**config.mk**
```make
export PLATFORM = sky130hd
export DESIGN_NAME = pip_port_ingress
export DESIGN_NICKNAME = d
export VERILOG_FILES = /design/src/hdl/pip_pkg.sv /design/src/hdl/pip_port_ingress.sv
export SDC_FILE = /design/constraint.sdc
export NUM_CORES = 1
export LEC_CHECK = 0
export BUFFER_PORTS_ARGS = -buffer_cell sky130_fd_sc_hd__buf_2
export CORE_MARGIN = 2
export CORE_UTILIZATION = 53
export DETAILED_ROUTE_END_ITERATION = 7
export MAX_ROUTING_LAYER = met4
export PLACE_DENSITY = 0.78
export SLEW_MARGIN = 20
export SYNTH_ARGS = -nofsm -noshare
export SYNTH_HDL_FRONTEND = slang
export SYNTH_SLANG_ARGS = --single-unit
```
**constraint.sdc**
```tcl
create_clock -name CLK -period 4.2 [get_ports CLK]
set_input_delay 0.84 -clock CLK [delete_from_list [all_inputs] [get_ports CLK]]
set_output_delay 0.84 -clock CLK [all_outputs]
set_load 0.005 [all_outputs]
```
**src/hdl/pip_pkg.sv**
```systemverilog
// Constants, register map and types for the per-port ingress policy block.
// Assumes a 10 MHz clock and a 32-bit AHB-Lite register bus with word registers.
package pip_pkg;

  // Register byte offsets.
  localparam logic [7:0] PIP_REG_CTRL = 8'h00;
  localparam logic [7:0] PIP_REG_RISE = 8'h04;
  localparam logic [7:0] PIP_REG_FALL = 8'h08;
  localparam logic [7:0] PIP_REG_STAT = 8'h0c;
  localparam logic [7:0] PIP_REG_BCNT = 8'h10;

  // Control register field positions.
  localparam int PIP_CTRL_EN = 0;
  localparam int PIP_CTRL_FC = 1;
  localparam int PIP_CTRL_PRIO = 2;
  localparam int PIP_CTRL_LOCK = 4;
  localparam int PIP_CTRL_MODE = 5;
  localparam int PIP_CTRL_RACT = 8;
  localparam int PIP_CTRL_FACT = 10;
  localparam logic [31:0] PIP_CTRL_RST = 32'h0000_0003;

  // Threshold width and reset values, in frames per second.
  localparam int PIP_THR_W = 21;
  localparam logic [20:0] PIP_THR_MAX = 21'h16b480;
  localparam logic [20:0] PIP_RISE_RST = 21'h0001f4;
  localparam logic [20:0] PIP_FALL_RST = 21'h0000fa;

  // Measurement window: one second at the clock rate.
  localparam int PIP_CLK_PERIOD_NS = 100;
  localparam int PIP_WINDOW_MS = 1000;
  localparam int PIP_WINDOW_CYCLES = PIP_WINDOW_MS * 1000000 / PIP_CLK_PERIOD_NS;

  // Queue depth and pause watermarks, in frames held.
  localparam int PIP_QDEPTH = 8;
  localparam logic [4:0] PIP_PAUSE_ON = 5'h0c;
  localparam logic [4:0] PIP_PAUSE_OFF = 5'h04;

  // Settings.
  typedef enum logic [1:0] {PIP_PRIO_NORMAL, PIP_PRIO_HIGH, PIP_PRIO_LOW, PIP_PRIO_RSVD} pip_prio_t;
  typedef enum logic [2:0] {PIP_MODE_AUTO, PIP_MODE_100F, PIP_MODE_100H, PIP_MODE_10F,
                            PIP_MODE_10H, PIP_MODE_1000F, PIP_MODE_R6, PIP_MODE_R7} pip_mode_t;
  typedef enum logic [1:0] {PIP_ACT_NONE, PIP_ACT_BLOCK, PIP_ACT_BLOCK_TRAP,
                            PIP_ACT_RSVD} pip_act_t;

  // Drop reasons.
  localparam logic [2:0] PIP_WHY_DISABLED = 3'h1;
  localparam logic [2:0] PIP_WHY_LOCKED = 3'h2;
  localparam logic [2:0] PIP_WHY_STORM = 3'h3;
  localparam logic [2:0] PIP_WHY_FULL = 3'h4;

endpackage

```
**src/hdl/pip_port_ingress.sv**
```systemverilog
// Per-port ingress policy: queue selection, port lock, pause and broadcast storm control.
// Assumes frame descriptors and dequeue requests come from the forwarding core on CLK;
// the link status pin comes from the PHY and is synchronised here.
//
// The implementer's own choices: the AHB-Lite register port and the register addresses.
`timescale 1ns/1ps

module pip_port_ingress
  import pip_pkg::*;
#(
  parameter int WIN_CYCLES = PIP_WINDOW_CYCLES
) (
  // Clock, reset and clock enable.
  input wire logic CLK,
  input wire logic RESET,
  input wire logic CE,
  // AHB-Lite slave.
  input wire logic HSEL,
  input wire logic [31:0] HADDR,
  input wire logic [1:0] HTRANS,
  input wire logic HWRITE,
  input wire logic [2:0] HSIZE,
  input wire logic [31:0] HWDATA,
  input wire logic HREADY,
  output logic [31:0] HRDATA,
  output logic HREADYOUT,
  output logic HRESP,
  // Received frame descriptors from the parser.
  input wire logic FRM_VALID,
  input wire logic [7:0] FRM_ID,
  input wire logic FRM_BCAST,
  input wire logic FRM_TAGGED,
  input wire logic [2:0] FRM_PCP,
  input wire logic FRM_SA_STATIC,
  // Dequeue toward the forwarding core.
  input wire logic DEQ_READY,
  output logic DEQ_VALID,
  output logic DEQ_HIGH,
  output logic [7:0] DEQ_ID,
  // Discard and learning reports.
  output logic DROP,
  output logic [2:0] DROP_WHY,
  output logic [7:0] DROP_ID,
  output logic LEARN,
  output logic [7:0] LEARN_ID,
  // Storm notification toward the management agent.
  output logic TRAP,
  output logic TRAP_FALL,
  // Link side.
  input wire logic LINK_UP,
  input wire logic GIGA_PORT,
  input wire logic [2:0] TREE_PORT_STATE,
  output logic PORT_ON,
  output logic [2:0] LINK_MODE,
  output logic PAUSE
);

  typedef enum logic {ST_CALM, ST_STORM} pip_storm_t;

  localparam logic [23:0] WIN_LAST = 24'(WIN_CYCLES - 1);
  localparam logic [2:0] QLAST = 3'(PIP_QDEPTH - 1);
  localparam logic [3:0] QFULL = 4'(PIP_QDEPTH);

  // Configuration registers.
  logic [31:0] ctrl_r;
  logic [20:0] rise_r;
  logic [20:0] fall_r;
  logic port_en;
  logic flow_on;
  pip_prio_t prio;
  logic lock_on;
  pip_act_t rise_act;
  pip_act_t fall_act;

  // Bus data phase state.
  logic wr_pend_r;
  logic [7:0] wr_addr_r;
  logic [31:0] rd_r;
  logic [31:0] rd_nxt;
  logic addr_ok;

  // Synchronisers for pins.
  logic link_m_r;
  logic link_r;
  logic giga_m_r;
  logic giga_r;

  // Queues.
  logic [7:0] qhi_mem [PIP_QDEPTH];
  logic [7:0] qlo_mem [PIP_QDEPTH];
  logic [2:0] qhi_wp_r;
  logic [2:0] qhi_rp_r;
  logic [2:0] qlo_wp_r;
  logic [2:0] qlo_rp_r;
  logic [3:0] qhi_n_r;
  logic [3:0] qlo_n_r;
  logic [4:0] occ;
  logic pause_r;

  // Storm control.
  pip_storm_t storm_r;
  logic block_r;
  logic [23:0] win_r;
  logic [20:0] bcnt_r;
  logic [20:0] blast_r;
  logic win_end;
  logic bc_seen;
  logic rise_hit;
  logic fall_hit;

  // Per-frame decisions.
  logic to_high;
  logic admit;
  logic push_hi;
  logic push_lo;
  logic pop_hi;
  logic pop_lo;
  logic [2:0] why;

  // Field views of the control register.
  assign port_en = ctrl_r[PIP_CTRL_EN];
  assign flow_on = ctrl_r[PIP_CTRL_FC];
  assign prio = pip_prio_t'(ctrl_r[PIP_CTRL_PRIO +: 2]);
  assign lock_on = ctrl_r[PIP_CTRL_LOCK];
  assign rise_act = pip_act_t'(ctrl_r[PIP_CTRL_RACT +: 2]);
  assign fall_act = pip_act_t'(ctrl_r[PIP_CTRL_FACT +: 2]);

  // Zero wait state slave; errors are never signalled.
  assign HREADYOUT = 1'b1;
  assign HRESP = 1'b0;
  assign HRDATA = rd_r;

  // Address phase is taken whenever selected with a valid transfer and the bus is ready.
  assign addr_ok = HSEL && HREADY && HTRANS[1];

  // Write address is held for the data phase that follows.
  always_ff @(posedge CLK) begin
    if (RESET) begin
      wr_pend_r <= 1'b0;
      wr_addr_r <= 8'h00;
    end else if (CE) begin
      wr_pend_r <= addr_ok && HWRITE;
      if (addr_ok) begin
        wr_addr_r <= HADDR[7:0];
      end
    end
  end

  // Writable registers; status offsets ignore writes so the indications stay truthful.
  always_ff @(posedge CLK) begin
    if (RESET) begin
      ctrl_r <= PIP_CTRL_RST;
      rise_r <= PIP_RISE_RST;
      fall_r <= PIP_FALL_RST;
    end else if (CE && wr_pend_r) begin
      case (wr_addr_r)
        PIP_REG_CTRL: ctrl_r <= {20'h00000, HWDATA[11:0]};
        // Out-of-range values are clamped into 1..1488000.
        PIP_REG_RISE: rise_r <= clamp_thr(HWDATA);
        PIP_REG_FALL: fall_r <= clamp_thr(HWDATA);
        default: ;
      endcase
    end
  end

  function automatic logic [20:0] clamp_thr(input logic [31:0] v);
    logic [20:0] r;
    r = v[20:0];
    if (v == 32'h0000_0000) begin
      r = 21'h000001;
    end else if (v > {11'h000, PIP_THR_MAX}) begin
      r = PIP_THR_MAX;
    end
    return r;
  endfunction

  // Read mux for the address phase; unmapped words read as zero.
  always_comb begin
    rd_nxt = 32'h0000_0000;
    case (HADDR[7:0])
      PIP_REG_CTRL: rd_nxt = ctrl_r;
      PIP_REG_RISE: rd_nxt = {11'h000, rise_r};
      PIP_REG_FALL: rd_nxt = {11'h000, fall_r};
      PIP_REG_STAT: rd_nxt = {14'h0000, qlo_n_r, qhi_n_r, LINK_MODE, pause_r, block_r,
                              (storm_r == ST_STORM), TREE_PORT_STATE, link_r};
      PIP_REG_BCNT: rd_nxt = {11'h000, blast_r};
      default: rd_nxt = 32'h0000_0000;
    endcase
  end

  // Read data is registered at the address phase and stands through the data phase.
  always_ff @(posedge CLK) begin
    if (RESET) begin
      rd_r <= 32'h0000_0000;
    end else if (CE && addr_ok && !HWRITE) begin
      rd_r <= rd_nxt;
    end
  end

  // Two-stage synchronisers for the PHY link pin and the gigabit strap.
  always_ff @(posedge CLK) begin
    if (RESET) begin
      link_m_r <= 1'b0;
      link_r <= 1'b0;
      giga_m_r <= 1'b0;
      giga_r <= 1'b0;
    end else if (CE) begin
      link_m_r <= LINK_UP;
      link_r <= link_m_r;
      giga_m_r <= GIGA_PORT;
      giga_r <= giga_m_r;
    end
  end

  // Port enable and link mode go to the PHY; a gigabit port reports fixed 1000 full.
  assign PORT_ON = port_en;
  always_comb begin
    if (giga_r) begin
      LINK_MODE = PIP_MODE_1000F;
    end else if (ctrl_r[PIP_CTRL_MODE +: 3] > PIP_MODE_10H) begin
      LINK_MODE = PIP_MODE_AUTO;
    end else begin
      LINK_MODE = ctrl_r[PIP_CTRL_MODE +: 3];
    end
  end

  // Queue choice from the port setting or the frame's priority tag.
  always_comb begin
    case (prio)
      PIP_PRIO_HIGH: to_high = 1'b1;
      PIP_PRIO_LOW: to_high = 1'b0;
      // Untagged frames go low; tagged frames split at priority four.
      PIP_PRIO_NORMAL: to_high = FRM_TAGGED && FRM_PCP[2];
      default: to_high = 1'b0;
    endcase
  end

  // Admission checks in priority order: port off, lock, storm blocking, queue full.
  always_comb begin
    why = 3'h0;
    if (!port_en) begin
      why = PIP_WHY_DISABLED;
    end else if (lock_on && !FRM_SA_STATIC) begin
      why = PIP_WHY_LOCKED;
    end else if (FRM_BCAST && (block_r || (rise_hit && rise_act != PIP_ACT_NONE))) begin
      // The frame that reaches the threshold is itself dropped when blocking starts.
      why = PIP_WHY_STORM;
    end else if (to_high ? (qhi_n_r == QFULL) : (qlo_n_r == QFULL)) begin
      why = PIP_WHY_FULL;
    end
  end

  assign admit = FRM_VALID && (why == 3'h0);
  assign push_hi = admit && to_high;
  assign push_lo = admit && !to_high;

  // Strict priority: the low queue is offered only while the high queue is empty.
  assign DEQ_VALID = port_en && ((qhi_n_r != 4'h0) || (qlo_n_r != 4'h0));
  assign DEQ_HIGH = (qhi_n_r != 4'h0);
  assign DEQ_ID = DEQ_HIGH ? qhi_mem[qhi_rp_r] : qlo_mem[qlo_rp_r];
  assign pop_hi = DEQ_VALID && DEQ_READY && DEQ_HIGH;
  assign pop_lo = DEQ_VALID && DEQ_READY && !DEQ_HIGH;

  // Queue storage.
  always_ff @(posedge CLK) begin
    if (CE && push_hi) begin
      qhi_mem[qhi_wp_r] <= FRM_ID;
    end
    if (CE && push_lo) begin
      qlo_mem[qlo_wp_r] <= FRM_ID;
    end
  end

  // Queue pointers and counts; disabling the port flushes both queues.
  always_ff @(posedge CLK) begin
    if (RESET) begin
      qhi_wp_r <= 3'h0;
      qhi_rp_r <= 3'h0;
      qhi_n_r <= 4'h0;
      qlo_wp_r <= 3'h0;
      qlo_rp_r <= 3'h0;
      qlo_n_r <= 4'h0;
    end else if (CE) begin
      if (!port_en) begin
        qhi_wp_r <= 3'h0;
        qhi_rp_r <= 3'h0;
        qhi_n_r <= 4'h0;
        qlo_wp_r <= 3'h0;
        qlo_rp_r <= 3'h0;
        qlo_n_r <= 4'h0;
      end else begin
        if (push_hi) begin
          qhi_wp_r <= (qhi_wp_r == QLAST) ? 3'h0 : qhi_wp_r + 3'h1;
        end
        if (pop_hi) begin
          qhi_rp_r <= (qhi_rp_r == QLAST) ? 3'h0 : qhi_rp_r + 3'h1;
        end
        qhi_n_r <= qhi_n_r + {3'h0, push_hi} - {3'h0, pop_hi};
        if (push_lo) begin
          qlo_wp_r <= (qlo_wp_r == QLAST) ? 3'h0 : qlo_wp_r + 3'h1;
        end
        if (pop_lo) begin
          qlo_rp_r <= (qlo_rp_r == QLAST) ? 3'h0 : qlo_rp_r + 3'h1;
        end
        qlo_n_r <= qlo_n_r + {3'h0, push_lo} - {3'h0, pop_lo};
      end
    end
  end

  // Pause with hysteresis so the partner is not toggled on every frame.
  assign occ = {1'b0, qhi_n_r} + {1'b0, qlo_n_r};
  always_ff @(posedge CLK) begin
    if (RESET) begin
      pause_r <= 1'b0;
    end else if (CE) begin
      if (!port_en || !flow_on) begin
        pause_r <= 1'b0;
      end else if (occ >= PIP_PAUSE_ON) begin
        pause_r <= 1'b1;
      end else if (occ <= PIP_PAUSE_OFF) begin
        pause_r <= 1'b0;
      end
    end
  end
  assign PAUSE = pause_r;

  // Drop and learning reports, one cycle after the descriptor.
  always_ff @(posedge CLK) begin
    if (RESET) begin
      DROP <= 1'b0;
      DROP_WHY <= 3'h0;
      DROP_ID <= 8'h00;
      LEARN <= 1'b0;
      LEARN_ID <= 8'h00;
    end else if (CE) begin
      DROP <= FRM_VALID && (why != 3'h0);
      LEARN <= admit && !lock_on;
      if (FRM_VALID) begin
        DROP_WHY <= why;
        DROP_ID <= FRM_ID;
        LEARN_ID <= FRM_ID;
      end
    end
  end

  // One-second window counter.
  assign win_end = (win_r == WIN_LAST);
  always_ff @(posedge CLK) begin
    if (RESET) begin
      win_r <= 24'h000000;
    end else if (CE) begin
      win_r <= win_end ? 24'h000000 : win_r + 24'h000001;
    end
  end

  // Broadcast frames seen while the port is on, blocked ones included.
  assign bc_seen = FRM_VALID && FRM_BCAST && port_en;

  // Rising is detected the moment the running count reaches the threshold.
  assign rise_hit = bc_seen && (storm_r == ST_CALM) && (bcnt_r + 21'h000001 >= rise_r);
  // Falling is judged only on a completed window of a port in storm.
  assign fall_hit = win_end && (storm_r == ST_STORM) && (bcnt_r <= fall_r);

  // Broadcast counting; the count saturates rather than wraps.
  always_ff @(posedge CLK) begin
    if (RESET) begin
      bcnt_r <= 21'h000000;
      blast_r <= 21'h000000;
    end else if (CE) begin
      if (win_end) begin
        blast_r <= bcnt_r;
        bcnt_r <= {20'h00000, bc_seen};
      end else if (bc_seen && bcnt_r != 21'h1fffff) begin
        bcnt_r <= bcnt_r + 21'h000001;
      end
    end
  end

  // Storm state and blocking. Software keeps rising above falling, else the port may oscillate.
  always_ff @(posedge CLK) begin
    if (RESET) begin
      storm_r <= ST_CALM;
      block_r <= 1'b0;
    end else if (CE) begin
      case (storm_r)
        ST_CALM: begin
          if (rise_hit) begin
            storm_r <= ST_STORM;
            block_r <= (rise_act != PIP_ACT_NONE);
          end
        end
        ST_STORM: begin
          if (fall_hit) begin
            storm_r <= ST_CALM;
            if (fall_act != PIP_ACT_NONE) begin
              block_r <= 1'b0;
            end
          end
        end
        default: storm_r <= ST_CALM;
      endcase
      // A blocking port with falling action do nothing stays blocked until disabled, reset, or a new rise with rising action do nothing.
      if (!port_en) begin
        storm_r <= ST_CALM;
        block_r <= 1'b0;
      end
    end
  end

  // Notification pulse for actions that include a trap.
  always_ff @(posedge CLK) begin
    if (RESET) begin
      TRAP <= 1'b0;
      TRAP_FALL <= 1'b0;
    end else if (CE) begin
      TRAP <= (rise_hit && rise_act == PIP_ACT_BLOCK_TRAP)
              || (fall_hit && fall_act == PIP_ACT_BLOCK_TRAP);
      if (rise_hit || fall_hit) begin
        TRAP_FALL <= fall_hit;
      end
    end
  end

endmodule

```
==> results.py, run 1 <==
metrics = {
    "status": {
        "outcome": "complete, no violations",
    },
    "clock_network": {
        "cts_tree": "yes",
        "cts_hold_buffers": 0,
        "htree_levels": 2,
        "clkTransAtPathRegs_ns": 0.06,
        "numCtsBuffers": 35,
        "cts_sinks": 326,
        "clock_latency_ns": 0.53,
        "clockRootBuffer": "clkbuf_16",
        "cts.path.max_buffers": 3,
    },
    "pwr": {
        "vdd_drop_max_uv": 301,
        "p_per_area_nw_per_um2": 440,
        "p_leak_nw": 6.80,
    },
    "setup_path": {
        "worst_path_largest_cell_delay_ns": 0.70,
        "r2r_slack_ns": 0.04,
        "critPathCaptureType": "flop",
        "required_ns": 4.36,
        "crit_buf_inv": 3,
        "worstSetupEndpoint": "qhi_mem[5][2]",
        "crit_start": "bcnt_r[1]",
        "crit_cells": 16,
        "slowest_stage": "nor2_1",
        "worstPathArrival_ns": 4.32,
        "r2r_cells": 16,
        "cp_max_fo": 13,
        "cp_cell_sequence": "ha_4 -> and3_4 -> buf_4 -> nand3_1 -> nor2_1 -> xor2_1 -> ha_1 -> a21oi_1 -> o21ai_0 -> a211oi_2 -> o2111ai_2 -> nand2_2 -> buf_6 -> buf_4 -> nand4_1 -> nor2_1",
        "critPathTopFamily": "simple AND/OR/NAND/NOR gates",
        "start_kind": "flop",
        "regToRegEndpoint": "qhi_mem[5][2]",
        "reg2reg_from": "bcnt_r[1]",
        "path_class": "reg -> reg",
    },
    "routing": {
        "top_layer_used": "met4",
        "met2_wirelength_um": 20700,
        "post-route-drc-count": 0,
        "vias_per_cell": 5.99,
        "drt_iter0_drc": 1095,
        "met3_length_um": 3360,
        "firstDrtPassIters": 5,
        "avgRoutedWirePerCell_um": 20.3,
        "ant_nets": 0,
        "vias": 12300,
        "wl_met1_um": 16100,
        "wl_um": 41700,
    },
    "timing": {
        "layout_min_cycle_time_ns": 4.16,
        "finClkSkew_ns": 0.0276,
        "worst_pin_slew_ns": 1.02,
        "max_freq_mhz": 240,
        "period_share_pct": 99.0,
        "finalSetupViolations": 0,
        "whs_ns": 0.457,
        "max_slew_margin_pct": 31.7,
        "worst_slack_ns": 0.0404,
        "rsz0062_at_grt": "yes",
        "hold_viol": 0,
        "slew_violations": 0,
    },
    "synthesis": {
        "synthCells": 1506,
        "synth_area_um2": 15500,
        "synth-async-reset-ratio_pct": 0,
        "synth_edf_count": 128,
        "synth-warning-count": 0,
        "yosysSeqAreaShare_pct": 50.5,
        "yosys_register_bits": 326,
        "synth_cell_types": 73,
        "synthFlopType": "dfxtp_1",
        "synth_area_per_cell_um2": 10.3,
    },
    "job": {
        "drv_cap": 0,
    },
    "placement": {
        "port_buffers": 124,
        "dp_hpwl_um": 29300,
        "place_area_um2": 16600,
        "place_congestion": 0.930,
        "place_ws_ns": -0.114,
    },
    "global_route": {
        "grt_pass1_wl_um": 64900,
        "grt_max_degree": 70,
        "grt_overflow": 0,
        "grt.total_usage_pct": 27.6,
        "grt_pass1_vias": 12200,
        "antenna_found_initial": 0,
    },
    "floorplan": {
        "rows": 62,
        "coreArea_um2": 28700,
        "die_x_um": 175,
        "dieArea_um2": 30600,
        "io_pins": 168,
        "start_util_pct": 53.9,
        "dieHeight_um": 175,
    },
    "layout": {
        "finalInstanceArea_um2": 18000,
        "final_common_cell": "dfxtp_1",
        "drive_gt1_share_pct": 20.7,
        "area_growth_pct": 16.7,
        "antenna_cells": 0,
        "final_cell_mix": "dfxtp_1 (196), nand2_1 (159), nor2_1 (147)",
        "nNetsFinal": 1810,
    },
    "min_path": {
        "hp-class": "reg -> reg",
    },
}
==> logic make-up after synthesis <==
group	Yosys count	share of synthesized area, %
flops	326	50.5
xor+xnor	47	2.66
fa+ha+maj	69	5.73
buf+inv	171	4.92
compound gates	305	13.1
simple gates	518	16.1
mux	68	7.03
other cells	2	0.0486
==> worst reg2reg max path: stages, from the launching register on <==
cell and delay, ns:
dfxtp_4 0.36, ha_4 0.13, and3_4 0.20, buf_4 0.12, nand3_1 0.12, nor2_1 0.15, xor2_1 0.22, ha_1 0.29
a21oi_1 0.13, o21ai_0 0.20, a211oi_2 0.35, o2111ai_2 0.20, nand2_2 0.15, buf_6 0.11, buf_4 0.17, nand4_1 0.20
nor2_1 0.70
==> repair_timing <==
action                     CTS  global route
buffers inserted             3             3
gates cloned                 0             0
resized for setup            6            41
setup endpoints to repair   82            86
pin swaps                   10            24
==> how the worst min path moves through the flow <==
stage | depth (start not counted) | startpoint | slack (ns) | end
4_1_cts | 2 | rise_r[3] | 0.45 | rise_r[3]
5_1_grt | 2 | blast_r[13] | 0.47 | blast_r[13]
2_1_floorplan | 2 | blast_r[18] | 0.44 | blast_r[18]
3_3_place_gp | 2 | rise_r[3] | 0.44 | rise_r[3]
6_report | 2 | blast_r[13] | 0.46 | blast_r[13]
3_5_place_dp | 2 | rise_r[3] | 0.45 | rise_r[3]
==> flip-flops by register name (all words and copies together), names as in the netlist, 3 cells and up, named ones only <==
name,count
DROP_WHY,3
HRDATA,21
LEARN_ID,8
bcnt_r,21
blast_r,21
ctrl_r,12
fall_r,21
qhi_mem,64
qhi_n_r,4
qhi_rp_r,3
qhi_wp_r,3
qlo_mem,64
qlo_n_r,4
qlo_rp_r,3
qlo_wp_r,3
rise_r,21
win_r,24
wr_addr_r,8
==> layout make-up <==
cell class | instances | area, um2
well taps | 384 | 480
multi-input cells | 1020 | 7160
clock buffers | 49 | 978
repair buffers | 195 | 1160
inverters | 67 | 256
fillers | 2267 | 10700
flip-flops and latches | 326 | 7820
clock inverters | 14 | 193
==> layer usage <==
layer  GRT usage [%]  up-vias
met1            33.3     5965
li1                -     5710
met2            46.6      539
met3            4.68      103
met4            10.5        0
met5               -        -
==> cell usage after synthesis (all sizes together) (3+ instances only) <==
| cell type | instances | area, um2 |
|---|---|---|
| a211oi | 27 | 208 |
| a21boi | 3 | 22.5 |
| a21o | 11 | 82.6 |
| a21oi | 101 | 517 |
| a221o | 9 | 90.1 |
| a222oi | 3 | 30.0 |
| a22oi | 65 | 488 |
| a31oi | 7 | 50.1 |
| a32o | 3 | 30.0 |
| a32oi | 3 | 26.3 |
| and2 | 5 | 31.3 |
| and3 | 19 | 119 |
| and4 | 7 | 61.3 |
| buf | 47 | 295 |
| clkbuf | 57 | 214 |
| dfxtp | 198 | 3960 |
| edfxtp | 128 | 3840 |
| fa | 3 | 60.1 |
| ha | 66 | 826 |
| inv | 65 | 244 |
| mux2 | 5 | 56.3 |
| mux2i | 31 | 310 |
| mux4 | 32 | 721 |
| nand2 | 160 | 601 |
| nand2b | 9 | 63.8 |
| nand3 | 55 | 275 |
| nand3b | 4 | 30.0 |
| nand4 | 22 | 138 |
| nand4b | 5 | 43.8 |
| nor2 | 156 | 586 |
| nor2b | 23 | 144 |
| nor3 | 18 | 100 |
| nor3b | 7 | 78.8 |
| nor4 | 11 | 81.3 |
| nor4b | 5 | 43.8 |
| o211ai | 16 | 120 |
| o21a | 3 | 22.5 |
| o21ai | 37 | 185 |
| or3 | 4 | 25.0 |
| or4 | 3 | 22.5 |
| xnor2 | 21 | 184 |
| xor2 | 26 | 228 |
==> metrics by stage <==
step	utilization (%)	power, W	std cells	setup TNS, ns
2_1_floorplan	-	0.00432	1517	0
3_3_place_gp	57.9	0.00470	1986	0
3_5_place_dp	57.9	0.00476	1986	-3.91
4_1_cts	62.1	0.00787	2052	0
5_1_grt	62.9	0.00824	2055	-3.40
6_report	62.9	0.00795	2055	0
==> power by group <==
part	internal [W]	total, W	switching, W	leakage, nW
registers	0.00337	0.00350	0.000134	2.76
clock network	0.00183	0.00311	0.00127	0.565
logic	0.000601	0.00133	0.000732	3.48
(Power assumes the default switching activity.)
==> inputs of run 2 (changes only) <==
--- a/config.mk
+++ b/config.mk
@@ -6,11 +6,14 @@
 export NUM_CORES = 1
 export LEC_CHECK = 0
 export BUFFER_PORTS_ARGS = -buffer_cell sky130_fd_sc_hd__buf_2
+export CAP_MARGIN = 25
+export CORE_ASPECT_RATIO = 2
 export CORE_MARGIN = 2
 export CORE_UTILIZATION = 53
 export DETAILED_ROUTE_END_ITERATION = 7
 export MAX_ROUTING_LAYER = met4
 export PLACE_DENSITY = 0.78
+export RECOVER_POWER = 25
 export SLEW_MARGIN = 20
 export SYNTH_ARGS = -nofsm -noshare
 export SYNTH_HDL_FRONTEND = slang
==> results.py, run 2 (synthesis gave the netlist of run 1 again) <==
metrics = {
    "status": {
        "outcome": "complete, no violations",
    },
    "clock_network": {
        "clock_latency_ns": 0.56,
        "clkTransAtPathRegs_ns": 0.07,
        "htree_levels": 1,
        "clockRootBuffer": "clkbuf_16",
        "cts_hold_buffers": 0,
        "cts_sinks": 326,
        "cts.path.max_buffers": 3,
        "numCtsBuffers": 28,
        "cts_tree": "yes",
    },
    "floorplan": {
        "dieHeight_um": 246,
        "start_util_pct": 53.8,
        "coreArea_um2": 28700,
        "io_pins": 168,
        "rows": 88,
        "die_x_um": 125,
        "dieArea_um2": 30600,
    },
    "timing": {
        "max_freq_mhz": 245,
        "finalSetupViolations": 0,
        "rsz0062_at_grt": "yes",
        "finClkSkew_ns": 0.0224,
        "period_share_pct": 97.1,
        "layout_min_cycle_time_ns": 4.08,
        "final.setup.tns_ns": 0,
        "worst_pin_slew_ns": 0.840,
        "max_slew_margin_pct": 44.0,
        "slew_violations": 0,
        "hold_viol": 0,
    },
    "setup_path": {
        "critPathCaptureType": "flop",
        "start_kind": "flop",
        "worst_path_largest_cell_delay_ns": 0.36,
        "worstSetupEndpoint": "qlo_n_r[2]",
        "required_ns": 4.62,
        "crit_start": "bcnt_r[1]",
        "crit_cells": 21,
        "worstPathArrival_ns": 4.50,
        "slowest_stage": "dfxtp_2",
        "regToRegEndpoint": "qlo_n_r[2]",
        "cp_cell_sequence": "ha_4 -> and3_4 -> nand4_1 -> nor2_4 -> buf_6 -> xor2_1 -> ha_1 -> buf_4 -> a21oi_1 -> o21a_1 -> a2bb2oi_2 -> o2111ai_2 -> nand2_2 -> nand2_1 -> ha_1 -> inv_1 -> ha_1 -> fa_2 -> xor2_1 -> a22oi_1 -> nor2_1",
        "critPathTopFamily": "adder cells",
        "crit_path_frequent_cell": "ha_1",
        "crit_buf_inv": 3,
        "r2r_slack_ns": 0.12,
        "cp_max_fo": 4,
        "path_class": "reg -> reg",
        "r2r_cells": 21,
        "reg2reg_from": "bcnt_r[1]",
    },
    "placement": {
        "dp_hpwl_um": 31500,
        "dp.cells": 1974,
        "port_buffers": 124,
        "place_congestion": 0.965,
    },
    "pwr": {
        "p_per_area_nw_per_um2": 426,
        "vdd_drop_max_uv": 361,
        "p_leak_nw": 6.77,
        "power_w": 0.00763,
    },
    "global_route": {
        "grt_pass1_wl_um": 65400,
        "antenna_found_initial": 0,
        "grt_pass1_vias": 12100,
        "grt_max_degree": 113,
        "grt.total_usage_pct": 28.0,
        "grt_overflow": 0,
    },
    "layout": {
        "final_cell_mix": "dfxtp_1 (196), nand2_1 (159), nor2_1 (154)",
        "fin_util_pct": 62.3,
        "area_growth_pct": 15.8,
        "fill_cells": 2294,
        "antenna_cells": 0,
        "largest_registers": "qhi_mem (64), qlo_mem (64), win_r (24)",
        "stdcell_count": 2032,
        "final_common_cell": "dfxtp_1",
        "drive_gt1_share_pct": 19.9,
        "nNetsFinal": 1815,
    },
    "routing": {
        "wl_um": 42600,
        "ant_nets": 0,
        "drt_iter0_drc": 886,
        "post-route-drc-count": 0,
        "vias_per_cell": 6.08,
        "avgRoutedWirePerCell_um": 20.9,
        "vias": 12400,
        "firstDrtPassIters": 6,
    },
    "job": {
        "drv_cap": 0,
    },
    "min_path": {
        "whs_path_depth": 2,
        "hp-class": "reg -> reg",
    },
}
## run 2: cell type report
type	count	area, um2	area share [%]
Clock buffer	32	790	4.41
Clock inverter	20	248	1.38
Inverter	67	256	1.43
Multi-Input combinational cell	1020	7100	39.6
Sequential cell	326	7810	43.6
Tap cell	360	450	2.52
Timing Repair Buffer	207	1250	6.99
## run 2: what timing repair did
| action | 4_1_cts | 5_1_grt |
|---|---|---|
| endpoints found under the setup margin | 4 | 6 |
| pin swaps | 8 | 22 |
| setup buffers | 3 | 3 |
| hold endpoints to repair | 0 | 0 |
| gates resized for setup | 5 | 28 |
## run 2: routing by layer
metal / vias up / global-route usage [%] / wire length [um]
met3: 166 / 2.20 / 1880
met1: 5987 / 27.4 / 14400
li1: 5731 / - / -
met4: 0 / 19.5 / 3370
met2: 480 / 51.7 / 22900
met5: - / - / 0
## run 2: worst min-delay path by stage
stage	startpoint	to	slack [ns]
global route	rise_r[3]	rise_r[3]	0.48
detailed placement	wr_addr_r[5]	wr_addr_r[5]	0.45
finish	wr_addr_r[0]	wr_addr_r[0]	0.46
CTS	wr_addr_r[5]	wr_addr_r[5]	0.46
floorplan	blast_r[18]	blast_r[18]	0.44
global placement	blast_r[13]	blast_r[13]	0.44
## run 2: per-stage QoR
step	setup WS, ns	hold WS, ns	instance area (um2)
detailed placement	-0.0581	0.449	16700
CTS	0.0161	0.459	17800
global route	-0.0754	0.475	17900
finish	0.121	0.460	17900
floorplan	0.0121	0.436	15500
global placement	0.0120	0.442	16700
## run 2: worst reg2reg max path, cell delays in order (launching register included)
cell and delay (ns):
dfxtp_2 0.36, ha_4 0.14, and3_4 0.19, nand4_1 0.22, nor2_4 0.23, buf_6 0.12, xor2_1 0.14, ha_1 0.27
buf_4 0.14, a21oi_1 0.15, o21a_1 0.19, a2bb2oi_2 0.18, o2111ai_2 0.14, nand2_2 0.12, nand2_1 0.10, ha_1 0.29
inv_1 0.04, ha_1 0.20, fa_2 0.34, xor2_1 0.16, a22oi_1 0.15, nor2_1 0.05
## run 2: report_power, final
| group | switching [W] | internal, W |
|---|---|---|
| Combinational | 0.000696 | 0.000576 |
| Sequential | 0.000129 | 0.00337 |
| Clock | 0.00123 | 0.00163 |
==> inputs of run 3 (changes only) <==
--- a/config.mk
+++ b/config.mk
@@ -13,7 +13,6 @@
 export DETAILED_ROUTE_END_ITERATION = 7
 export MAX_ROUTING_LAYER = met4
 export PLACE_DENSITY = 0.78
-export RECOVER_POWER = 25
 export SLEW_MARGIN = 20
 export SYNTH_ARGS = -nofsm -noshare
 export SYNTH_HDL_FRONTEND = slang
==> results.py, run 3 (synthesis gave the netlist of run 1 again) <==
metrics = {
    "status": {
        "outcome": "complete, no violations",
    },
    "routing": {
        "drt_iter0_drc": 882,
        "post-route-drc-count": 0,
        "firstDrtPassIters": 5,
        "vias_per_cell": 6.08,
        "ant_nets": 0,
        "wl_um": 42500,
        "avgRoutedWirePerCell_um": 20.9,
        "vias": 12400,
    },
    "setup_path": {
        "crit_buf_inv": 3,
        "critPathTopFamily": "adder cells",
        "start_kind": "flop",
        "r2r_cells": 21,
        "cp_max_fo": 4,
        "crit_path_frequent_cell": "ha_1",
        "slowest_stage": "dfxtp_2",
        "reg2reg_from": "bcnt_r[1]",
        "required_ns": 4.62,
        "cp_cell_sequence": "ha_4 -> and3_4 -> nand4_1 -> nor2_4 -> buf_6 -> xor2_1 -> ha_1 -> buf_4 -> a21oi_1 -> o21a_1 -> a2bb2oi_2 -> o2111ai_2 -> nand2_2 -> nand2_1 -> ha_1 -> inv_1 -> ha_1 -> fa_2 -> xor2_1 -> a22oi_1 -> nor2_1",
        "r2r_slack_ns": 0.12,
        "worst_path_largest_cell_delay_ns": 0.36,
        "path_class": "reg -> reg",
        "regToRegEndpoint": "qlo_n_r[2]",
        "critPathCaptureType": "flop",
        "worstPathArrival_ns": 4.50,
    },
    "layout": {
        "drive_gt1_share_pct": 20.4,
        "final_common_cell": "dfxtp_1",
        "largest_registers": "qhi_mem (64), qlo_mem (64), win_r (24)",
        "fill_cells": 2292,
        "stdcell_count": 2032,
        "antenna_cells": 0,
        "nNetsFinal": 1815,
        "multi_input_area_um2": 7100,
        "ff_latch_area_um2": 7810,
        "finalInstanceArea_um2": 17900,
        "final_cell_mix": "dfxtp_1 (196), nand2_1 (159), nor2_1 (154)",
        "area_growth_pct": 15.9,
    },
    "timing": {
        "rsz0062_at_grt": "yes",
        "worst_pin_slew_ns": 0.821,
        "finClkSkew_ns": 0.0209,
        "layout_min_cycle_time_ns": 4.08,
        "period_share_pct": 97.2,
        "finalSetupViolations": 0,
        "hold_viol": 0,
        "slew_violations": 0,
        "max_slew_margin_pct": 45.1,
        "max_freq_mhz": 245,
    },
    "global_route": {
        "antenna_found_initial": 0,
        "grt_overflow": 0,
        "grt-busiest-layer": "met2",
        "met1_usage_pct": 27.4,
        "grtUsageMet3_pct": 2.20,
        "grt.total_usage_pct": 28.0,
        "grt_use_met2_pct": 51.7,
        "grt_pass1_vias": 12100,
        "grt_max_degree": 113,
        "grt_pass1_wl_um": 65400,
    },
    "floorplan": {
        "rows": 88,
        "io_pins": 168,
        "die_x_um": 125,
        "coreArea_um2": 28700,
        "start_util_pct": 53.8,
        "dieArea_um2": 30600,
        "dieHeight_um": 246,
    },
    "pwr": {
        "p_per_area_nw_per_um2": 426,
        "p_leak_nw": 6.80,
        "vdd_drop_max_uv": 363,
    },
    "placement": {
        "port_buffers": 124,
        "dp_hpwl_um": 31500,
        "dp.cells": 1974,
        "place_area_um2": 16700,
        "place_congestion": 0.965,
    },
    "clock_network": {
        "clock_latency_ns": 0.56,
        "cts_tree": "yes",
        "clkTransAtPathRegs_ns": 0.07,
        "cts_sinks": 326,
        "htree_levels": 1,
        "cts.path.max_buffers": 3,
        "clockRootBuffer": "clkbuf_16",
        "numCtsBuffers": 28,
        "cts_hold_buffers": 0,
    },
    "min_path": {
        "min_from": "wr_addr_r[0]",
        "whs_path_depth": 2,
        "hp-class": "reg -> reg",
        "hold_path_end": "wr_addr_r[0]",
    },
    "job": {
        "drv_cap": 0,
    },
}
run 3: changes by cell type in the layout (fill, tap and decap cells not counted):
cell / change
buf_2: +8
clkbuf_1: -8
run 3: stage by stage:
stage	util (%)	setup slack, ns	hold WS (ns)	setup TNS, ns	total power (W)
floorplan	-	0.0121	0.436	0	0.00432
global placement	58.1	0.0120	0.442	0	0.00472
detailed placement	58.1	-0.0581	0.449	-0.101	0.00478
CTS	61.8	0.0161	0.459	0	0.00762
global route	62.4	-0.0754	0.475	-0.342	0.00792
finish	62.4	0.116	0.460	0	0.00763
run 3: final cells by class:
| class | instances | area share (%) |
|---|---|---|
| Tap cell | 360 | 2.51 |
| Multi-Input combinational cell | 1020 | 39.6 |
| Clock inverter | 20 | 1.38 |
| Sequential cell | 326 | 43.6 |
| Inverter | 67 | 1.43 |
| Clock buffer | 32 | 4.41 |
| Timing Repair Buffer | 207 | 7.05 |
run 3: routing by layer:
metal,vias up,wire (um)
met5,-,0
met1,5980,14300
met2,484,22900
li1,5728,-
met4,0,3370
met3,165,1910
run 3: how the worst max path moves through the flow:
| stage | startpoint | to | slack, ns | cells past startpoint |
|---|---|---|---|---|
| final | bcnt_r[1] | qlo_n_r[2] | 0.12 | 21 |
| after global routing | bcnt_r[1] | qhi_n_r[2] | -0.08 | 22 |
| after CTS | bcnt_r[0] | qlo_n_r[2] | 0.02 | 20 |
| after detailed placement | bcnt_r[1] | qhi_n_r[2] | -0.06 | 21 |
| after global placement | bcnt_r[1] | qhi_n_r[2] | 0.01 | 21 |
| after floorplan | bcnt_r[1] | qlo_n_r[2] | 0.01 | 21 |
run 3: report_power, final:
group | internal [W] | leakage (nW) | switching [W]
combinational | 0.000577 | 3.54 | 0.000696
sequential | 0.00337 | 2.75 | 0.000129
clock | 0.00163 | 0.500 | 0.00123
total | 0.00557 | 6.80 | 0.00206
run 3: what timing repair did:
item	in CTS	in global routing
buffers inserted	3	3
pin swaps	8	22
gates resized for setup	5	28
setup endpoints to repair	4	6
endpoints found under the hold margin	0	0
gates cloned	0	0
run 3: worst register-to-register path, stage by stage, from the launching register on:
cell and delay (ns):
dfxtp_2 0.36, ha_4 0.14, and3_4 0.19, nand4_1 0.22, nor2_4 0.23, buf_6 0.12, xor2_1 0.14, ha_1 0.27
buf_4 0.14, a21oi_1 0.15, o21a_1 0.19, a2bb2oi_2 0.18, o2111ai_2 0.14, nand2_2 0.12, nand2_1 0.11, ha_1 0.29
inv_1 0.04, ha_1 0.20, fa_2 0.34, xor2_1 0.16, a22oi_1 0.15, nor2_1 0.05
